<file path="src/design/ir_remote_defs.vh">
`ifndef IR_REMOTE_DEFS_VH
`define IR_REMOTE_DEFS_VH

// ----------------------------------------------------------------------------
// Register offsets (data memory addresses)
// ----------------------------------------------------------------------------
`define ADDR_TIMER_COUNT_LOW   8'h18
`define ADDR_TIMER_CONTROL     8'h19
`define ADDR_LOW_PERIOD_LO     8'h1a
`define ADDR_LOW_PERIOD_HI     8'h1b
`define ADDR_HIGH_PERIOD_LO    8'h1c
`define ADDR_HIGH_PERIOD_HI    8'h1d

// ----------------------------------------------------------------------------
// Field positions
// ----------------------------------------------------------------------------
`define CTRL_COUNT8_BIT        0
`define CTRL_ENABLE_BIT        1
`define CTRL_END_BIT           7
`define PERIOD_BIT8            0
`define PERIOD_INHIBIT_BIT     1

// ----------------------------------------------------------------------------
// Reset values and timing
// ----------------------------------------------------------------------------
`define RST_BYTE               8'h00
`define RST_COUNT              9'h000
`define RST_INHIBIT            1'b1
`define RST_END_FLAG           1'b1
`define TICK_DIVIDE            6'h3f
`define TICK_ZERO              6'h00
`define TICK_STEP              6'h01
`define COUNT_ZERO             9'h000
`define COUNT_ONE              9'h001

`endif

</file>
<file path="src/design/ir_remote_timer_carrier.v">
`include "ir_remote_defs.vh"

module ir_remote_timer_carrier (
    // Clock and reset
    input  wire       core_clk,
    input  wire       reset,
    // Data memory bus
    input  wire [7:0] memAddr,
    input  wire       memWrite,
    input  wire       memRead,
    input  wire [7:0] memWriteData,
    output reg  [7:0] memReadData,
    // Remote output
    output reg        remoteOutPin
);

    reg  [7:0] timerCountLow_reg;
    reg        countBitEight_reg;
    reg        timerOutputEnable_reg;
    reg        timerEndFlag_reg;
    reg  [8:0] downCount_reg;
    reg        running_reg;
    reg  [5:0] tickDiv_reg;
    reg  [8:0] lowPeriod_reg;
    reg  [8:0] highPeriod_reg;
    reg        carrierInhibit_reg;
    reg  [8:0] carrierCount_reg;
    reg        carrierHigh_reg;
    reg        window_reg;
    reg  [7:0] readData_next;
    reg        remote_next;
    reg  [8:0] carrierCount_next;
    reg        carrierHigh_next;

    // Carrier phase encoding
    localparam CARRIER_LOW  = 1'b0;
    localparam CARRIER_HIGH = 1'b1;

    // ------------------------------------------------------------------------
    // Address decode and control decisions
    // ------------------------------------------------------------------------
    // One address comparator shared by every register strobe
    function hitAddr;
        input [7:0] addr;
        input [7:0] target;
        begin
            hitAddr = (addr == target);
        end
    endfunction

    wire wrLow     = memWrite && hitAddr(memAddr, `ADDR_TIMER_COUNT_LOW);
    wire wrCtrl    = memWrite && hitAddr(memAddr, `ADDR_TIMER_CONTROL);
    wire wrLowLo   = memWrite && hitAddr(memAddr, `ADDR_LOW_PERIOD_LO);
    wire wrLowHi   = memWrite && hitAddr(memAddr, `ADDR_LOW_PERIOD_HI);
    wire wrHighLo  = memWrite && hitAddr(memAddr, `ADDR_HIGH_PERIOD_LO);
    wire wrHighHi  = memWrite && hitAddr(memAddr, `ADDR_HIGH_PERIOD_HI);
    wire enSet     = wrCtrl && memWriteData[`CTRL_ENABLE_BIT];
    wire enRise    = enSet && !timerOutputEnable_reg;
    // A control write reloads unless it confirms or stops a running count
    wire ctrlLoad  = wrCtrl && (enRise || !timerOutputEnable_reg || !running_reg);
    wire ctrlStop  = wrCtrl && !ctrlLoad && !enSet;
    wire countZero = (downCount_reg == `COUNT_ZERO);
    wire tick      = running_reg && (tickDiv_reg == `TICK_DIVIDE);

    // Reading a register image with reserved bits forced to zero
    function [7:0] hiByte;
        input bit8;
        input bit9;
        begin
            hiByte = {6'h00, bit9, bit8};
        end
    endfunction

    // ------------------------------------------------------------------------
    // Register writes
    // ------------------------------------------------------------------------
    always @(posedge core_clk)
    begin
        if (reset)
        begin
            timerCountLow_reg     <= `RST_BYTE;
            countBitEight_reg     <= 1'b0;
            timerOutputEnable_reg <= 1'b0;
        end
        else
        begin
            if (wrLow)
                timerCountLow_reg <= memWriteData;
            if (wrCtrl)
            begin
                countBitEight_reg     <= memWriteData[`CTRL_COUNT8_BIT];
                timerOutputEnable_reg <= memWriteData[`CTRL_ENABLE_BIT];
            end
        end
    end

    // ------------------------------------------------------------------------
    // Carrier period registers
    // ------------------------------------------------------------------------
    always @(posedge core_clk)
    begin
        if (reset)
        begin
            lowPeriod_reg      <= `RST_COUNT;
            highPeriod_reg     <= `RST_COUNT;
            carrierInhibit_reg <= `RST_INHIBIT;
        end
        else
        begin
            // Changing periods mid-burst is not guarded; software keeps the pin low
            if (wrLowLo)
                lowPeriod_reg[7:0] <= memWriteData;
            if (wrLowHi)
                lowPeriod_reg[8] <= memWriteData[`PERIOD_BIT8];
            if (wrHighLo)
                highPeriod_reg[7:0] <= memWriteData;
            if (wrHighHi)
            begin
                highPeriod_reg[8]  <= memWriteData[`PERIOD_BIT8];
                carrierInhibit_reg <= memWriteData[`PERIOD_INHIBIT_BIT];
            end
        end
    end

    // ------------------------------------------------------------------------
    // Timer: down counter, prescaler, zero detector
    // ------------------------------------------------------------------------
    always @(posedge core_clk)
    begin
        if (reset)
        begin
            downCount_reg    <= `RST_COUNT;
            running_reg      <= 1'b0;
            timerEndFlag_reg <= `RST_END_FLAG;
            window_reg       <= 1'b0;
        end
        else if (ctrlLoad)
        begin
            // A reload clears the end flag; counting waits for the enable flag
            downCount_reg    <= {memWriteData[`CTRL_COUNT8_BIT],
                                 timerCountLow_reg};
            timerEndFlag_reg <= 1'b0;
            running_reg      <= enSet;
            window_reg       <= enSet;
        end
        else if (ctrlStop)
        begin
            running_reg <= 1'b0;
            window_reg  <= 1'b0;
        end
        else if (tick && !wrCtrl)
        begin
            if (countZero)
            begin
                // Stopping one tick after zero gives the value-plus-one window
                running_reg      <= 1'b0;
                window_reg       <= 1'b0;
                timerEndFlag_reg <= 1'b1;
            end
            else
                downCount_reg <= downCount_reg - `COUNT_ONE;
        end
    end

    // ------------------------------------------------------------------------
    // Tick prescaler
    // ------------------------------------------------------------------------
    // Restarting on every control write makes the first tick a full period late
    always @(posedge core_clk)
    begin
        if (reset)
            tickDiv_reg <= `TICK_ZERO;
        else if (wrCtrl || !running_reg)
            tickDiv_reg <= `TICK_ZERO;
        else
            tickDiv_reg <= tickDiv_reg + `TICK_STEP;
    end

    // ------------------------------------------------------------------------
    // Carrier generator
    // ------------------------------------------------------------------------
    always @*
    begin
        carrierHigh_next  = carrierHigh_reg;
        carrierCount_next = carrierCount_reg + `COUNT_ONE;
        case (carrierHigh_reg)
            CARRIER_LOW:
            begin
                if (!window_reg)
                    carrierCount_next = `RST_COUNT;
                else if (carrierCount_reg == lowPeriod_reg)
                begin
                    carrierCount_next = `RST_COUNT;
                    carrierHigh_next  = CARRIER_HIGH;
                end
            end
            CARRIER_HIGH:
            begin
                // A high phase runs to its end even after the timer end closes the window; a control write cuts it short
                if (carrierCount_reg == highPeriod_reg)
                begin
                    carrierCount_next = `RST_COUNT;
                    carrierHigh_next  = CARRIER_LOW;
                end
            end
            default:
            begin
                carrierCount_next = `RST_COUNT;
                carrierHigh_next  = CARRIER_LOW;
            end
        endcase
        if (wrCtrl)
        begin
            // Every start begins with a fresh low phase
            carrierCount_next = `RST_COUNT;
            carrierHigh_next  = CARRIER_LOW;
        end
    end

    // ------------------------------------------------------------------------
    // Carrier registers
    // ------------------------------------------------------------------------
    always @(posedge core_clk)
    begin
        if (reset)
        begin
            carrierCount_reg <= `RST_COUNT;
            carrierHigh_reg  <= CARRIER_LOW;
        end
        else
        begin
            carrierCount_reg <= carrierCount_next;
            carrierHigh_reg  <= carrierHigh_next;
        end
    end

    // ------------------------------------------------------------------------
    // Output pin and read data
    // ------------------------------------------------------------------------
    always @*
    begin
        if (carrierInhibit_reg)
            remote_next = timerOutputEnable_reg;
        else
            remote_next = carrierHigh_reg;
    end

    // The pin is registered so it never glitches while the phases switch
    always @(posedge core_clk)
    begin
        if (reset)
            remoteOutPin <= 1'b0;
        else
            remoteOutPin <= remote_next;
    end

    // ------------------------------------------------------------------------
    // Read data
    // ------------------------------------------------------------------------
    always @*
    begin
        case (memAddr)
            `ADDR_TIMER_COUNT_LOW: readData_next = timerCountLow_reg;
            `ADDR_TIMER_CONTROL:   readData_next = {timerEndFlag_reg, 5'h00,
                                       timerOutputEnable_reg, countBitEight_reg};
            `ADDR_LOW_PERIOD_LO:   readData_next = lowPeriod_reg[7:0];
            `ADDR_LOW_PERIOD_HI:   readData_next = hiByte(lowPeriod_reg[8], 1'b0);
            `ADDR_HIGH_PERIOD_LO:  readData_next = highPeriod_reg[7:0];
            `ADDR_HIGH_PERIOD_HI:  readData_next = hiByte(highPeriod_reg[8],
                                       carrierInhibit_reg);
            default:               readData_next = `RST_BYTE;
        endcase
    end

    always @(posedge core_clk)
    begin
        if (reset)
            memReadData <= `RST_BYTE;
        else
            memReadData <= memRead ? readData_next : `RST_BYTE;
    end

endmodule // ir_remote_timer_carrier

</file>
<file path="config.mk">
export PLATFORM = sky130hd
export DESIGN_NAME = ir_remote_timer_carrier
export DESIGN_NICKNAME = d
export VERILOG_FILES = /design/src/design/ir_remote_timer_carrier.v
export VERILOG_INCLUDE_DIRS = /design/src /design/src/design
export SDC_FILE = /design/constraint.sdc
export NUM_CORES = 1
export LEC_CHECK = 0
export ABC_CLOCK_PERIOD_IN_PS = 3010
export BUFFER_PORTS_ARGS = -buffer_cell sky130_fd_sc_hd__buf_4
export CORE_MARGIN = 3
export CORE_UTILIZATION = 55
export CTS_CLUSTER_DIAMETER = 200
export DETAILED_ROUTE_END_ITERATION = 10
export GPL_TIMING_DRIVEN = 0
export PLACE_DENSITY_LB_ADDON = 0.3
export SLEW_MARGIN = 15
export SYNTH_ARGS = -nofsm -noshare
export SYNTH_HDL_FRONTEND = slang
export SYNTH_SLANG_ARGS = --single-unit
</file>
<file path="constraint.sdc">
create_clock -name core_clk -period 3.01 [get_ports core_clk]
set_input_delay 0.602 -clock core_clk [delete_from_list [all_inputs] [get_ports core_clk]]
set_output_delay 0.602 -clock core_clk [all_outputs]
set_load 0.005 [all_outputs]
</file>
[Word level (Yosys, flattened, before mapping)]
Cells that the tools add are included.
Operators by class
  $add $sub $neg: 3
  $mul: 0
  div/mod/pow operators: 0
  magnitude comparators: 0
  equality and inequality tests: 11
  shifts and indexed selects: 0
  muxes and demuxes: 22
  bitwise operators: 2
  reduce and logical (&&, ||, !) cells: 32
Operator list (number)
  2-to-1 mux 9 bit: 7
  == test 8 x 5 -> 1 bit, second input constant: 6
  case mux 8 bit (6 select lines): 1
  == test 9 bit: 2
  case mux 9 bit (2 select lines): 1
  logical AND 1 bit: 13
  2-to-1 mux 1 bit: 12
  adder 9 x 1 -> 9 bit, second input constant: 1
  logical NOT 9 bit: 1
  subtractor 9 x 1 -> 9 bit, second input constant: 1
  adder 6 x 1 -> 6 bit, second input constant: 1
  == test 6 bit, second input constant: 1
  AND reduction 3 bit: 2
  nonzero test 3 bit: 2
  OR reduction 2 bit: 3
  logical NOT 1 bit: 5
  inequality test 2 bit, second input constant: 2
  nonzero test 2 bit: 2
  logical OR 1 bit: 3
  inverter 1 bit: 2
  case mux 1 bit (2 select lines): 1
  AND reduction 2 bit: 1
Word-level totals
  register bits: 65
  latch bits: 0
  bits in writable memories: 0
  ROM bits: 0
  input port bits: 20
  output and inout port bits: 9
  logic and storage cells: 86
  memories kept: 0

[Longest topological paths before layout]
  depth in word-level cells: 12
  depth in mapped cells: 8
  gate-level depth less buffers: 8

[Worst setup path after synthesis]
OpenSTA, ideal clock, no wires.
  kind: in2reg
  start point: input memAddr[7]
  end point: register carrierCount_reg[2]
  library setup time: 0.124 ns
  data arrival time: 2.072 ns
  required time: 2.886 ns
  setup slack: 0.814 ns
  cell stages on the path: 6
  path buffers: 0
  cell sequence: or3b_4 -> nor4_4 -> nor2_2 -> and3b_1 -> a31oi_4 -> nor2_1
On the way
  word-level cells in the longest chain between the ends: 3
Ends and longest elaborated chain
  from (decl): line ir_remote_timer_carrier.v:8  | input wire [7:0] memAddr,
  == test 8 x 5 -> 1 bit: line ir_remote_timer_carrier.v:47  | hitAddr = (addr == target);
  logical AND 1 bit: line ir_remote_timer_carrier.v:52  | wire wrCtrl = memWrite && hitAddr(memAddr, `ADDR_TIMER_CONTROL);
  OR reduction 2 bit (no source line)
  to (signal assigned): line ir_remote_timer_carrier.v:227  | carrierCount_reg <= `RST_COUNT;
  to (signal assigned): line ir_remote_timer_carrier.v:232  | carrierCount_reg <= carrierCount_next;
  to (decl): line ir_remote_timer_carrier.v:27  | reg [8:0] carrierCount_reg;
Every way passes these cells.
A chain may end at the register's enable or synchronous reset.

[Worst setup path after layout]
  start point: input memAddr[7]
  end point: register highPeriod_reg[3]
On the way
  word-level cells in the longest chain between the ends: 2
Ends and longest elaborated chain
  == test 8 x 5 -> 1 bit: line ir_remote_timer_carrier.v:47
  logical AND 1 bit: line ir_remote_timer_carrier.v:55  | wire wrHighLo = memWrite && hitAddr(memAddr, `ADDR_HIGH_PERIOD_LO);
  to (signal assigned): line ir_remote_timer_carrier.v:105  | highPeriod_reg <= `RST_COUNT;
  to (signal assigned): line ir_remote_timer_carrier.v:116  | highPeriod_reg[7:0] <= memWriteData;
  to (decl): line ir_remote_timer_carrier.v:25  | reg [8:0] highPeriod_reg;
Every way passes these cells.

==> impl_metrics.env <==
export IMPL_status="finished, final reports clean"
export IMPL_clock_skew_ns=0.00880
export IMPL_cts_resized=0
export IMPL_synth_commonest_cells="dfxtp_1, nor2_1, nand2_1"
export IMPL_num_io_pins=29
export IMPL_syn_area_um2=3060
export IMPL_n_antenna_cell=0
export IMPL_cp_max_fo=8
export IMPL_synth_seq_area_share_pct=42.6
export IMPL_drive_gt1_share_pct=13.4
export IMPL_cp_required_ns=3.28
export IMPL_hold_viol=0
export IMPL_insertion_delay_ns=0.34
export IMPL_drc=0
export IMPL_multi_input_area_um2=1660
export IMPL_synth_cell_types=44
export IMPL_gp_congestion=0.868
export IMPL_end_kind="register"
export IMPL_area_growth_pct=15.7
export IMPL_hold_class="register to register"
export IMPL_final_area_um2=3540
export IMPL_cp_start_kind="primary input"
export IMPL_numPortBuffers=27
export IMPL_ant_nets=0
export IMPL_cts_tree="yes"
export IMPL_setup_tns_ns=0
export IMPL_ys_ff_latch=65
export IMPL_row_count=26
export IMPL_instances_no_fill=472
export IMPL_dieArea_um2=6490
export IMPL_cp_arrival_ns=2.65
export IMPL_numCtsBuffers=9
export IMPL_coreArea_um2=5240
export IMPL_die_w_um=80.6
export IMPL_final_setup_viol_count=0
export IMPL_grt_pass1_wl_um=11600
export IMPL_rsz0062_at_grt="false"
export IMPL_synth_edff_count=0
export IMPL_placedInstanceArea_um2=3350
export IMPL_dp_slack_ns=0.348
export IMPL_antenna_found_initial=0
export IMPL_fmax_ghz=0.420
export IMPL_cts_sinks=65
export IMPL_ys_flop_type="dfxtp_1"
export IMPL_grt_max_degree=11
export IMPL_dp_cells=456
export IMPL_yosys_warnings=0
export IMPL_drt_iter0_markers=231
export IMPL_postCtsSetupRepairBufs=0
export IMPL_drv_slew=0
export IMPL_hpwl_um=5090
export IMPL_async_flop_share_pct=0
export IMPL_yosysTopAreaCell="dfxtp_1"
export IMPL_post_synth_top_count_cell="dfxtp_1"
export IMPL_critical_path_class="primary input to register"
export IMPL_holdBufCountCts=0
export IMPL_wl_per_cell_um=14.6
export IMPL_worst_pin_slew_ns=0.983
export IMPL_viasPerCell=5.48
export IMPL_grt_pass1_vias=2502
export IMPL_avgSynthCellArea_um2=8.52
export IMPL_relSlewSlack_pct=34.0
export IMPL_maxCapViolCount=0
export IMPL_clockRootBuffer="clkbuf_8"
export IMPL_synthesis_nets=382
export IMPL_routed_wl_um=6880
export IMPL_post_route_util_pct=67.5
export IMPL_grt_util_all_layers_pct=23.8
export IMPL_path_clk_slew_ns=0.07
export IMPL_synth_top_cell_area_share_pct=42.6
export IMPL_chipHeight_um=80.6
export IMPL_period_needed_ns=2.38
export IMPL_clockBufferDepth=2
export IMPL_power_leakage_nw=1.32
export IMPL_ir_worst_vdd_mv=0.354
export IMPL_grt_overflow_total=0
export IMPL_num_vias=2587
export IMPL_finalNetCount=420
export IMPL_p_per_area_nw_per_um2=470
export IMPL_num_fill_cells=452
export IMPL_cts_htree_levels=3
export IMPL_worst_slack_ns=0.628
export IMPL_synth_area_leaders="dfxtp_1, mux2i_1, nor2_1"
export IMPL_syn_instance_count=359
export IMPL_seq_area_um2=1300
export IMPL_start_util_pct=58.4
export IMPL_dr_pass1_iters=5
export IMPL_final_period_utilization_pct=79.1
[kinds of logic after synthesis]
group	synth area share [%]
mux	7.20
flops	42.6
compound gates	9.90
simple gates	26.3
fa+ha+maj	1.23
xor+xnor	9.74
buf+inv	3.11
[through the flow]
step,power [W],hold WS [ns]
finish,0.00166,0.455
global route,0.00171,0.495
CTS,0.00167,0.462
detailed placement,0.000954,0.443
global placement,0.000953,0.431
floorplan,0.000918,0.418
[placed cells by master (no fill, tap or decap), types with 4 or more instances in the layout]
cell	Yosys	routed
clkbuf_1	11	14
inv_1	6	6
buf_4	1	28
clkbuf_8	0	10
o21ai_0	10	10
dfxtp_1	65	65
buf_1	4	4
nand2b_1	6	6
nor3_1	7	7
a21oi_1	28	28
xnor2_1	15	15
nor2_1	54	54
nand2_1	44	44
xor2_1	19	19
mux2i_1	22	22
nand3_1	19	19
[worst max-delay path, stage by stage]
cell and delay (ns):
buf_4 0.11, or3b_4 0.41, nor2_1 0.22, nand3_1 0.17
nor3_1 0.79, nand2_1 0.15, a21oi_1 0.20
[cell type report]
cell class	count	area share [%]
Multi-Input combinational cell	270	47.0
Sequential cell	65	36.8
Timing Repair Buffer	27	5.73
Clock buffer	13	4.21
Tap cell	70	2.48
Buffer	17	1.95
Clock inverter	3	1.13
Inverter	7	0.743
[layer usage]
metal | vias up | routed length, µm | global-route usage (%)
met5 | - | 0 | 0
met4 | 0 | 135 | 10.1
met3 | 13 | 493 | 6.05
met1 | 1194 | 3130 | 30.9
li1 | 1296 | - | -
met2 | 84 | 3120 | 37.3
[report_power, final]
group	switching, W	total (W)	internal [W]
clock network	0.000324	0.000728	0.000404
logic	0.0000457	0.0000746	0.0000288
registers	0.000000613	0.000861	0.000860
total	0.000371	0.00166	0.00129
[worst paths after layout]
kind,from,endpoint,slack (ns),cells after the start
setup / recovery,memAddr[7],highPeriod_reg[3],0.63,7
hold reg to reg,tickDiv_reg[0],tickDiv_reg[0],0.46,1
hold / removal,tickDiv_reg[0],tickDiv_reg[0],0.46,1
setup reg to reg,carrierCount_reg[6],carrierCount_reg[2],0.94,7
Power figures use the tool's default switching activity.
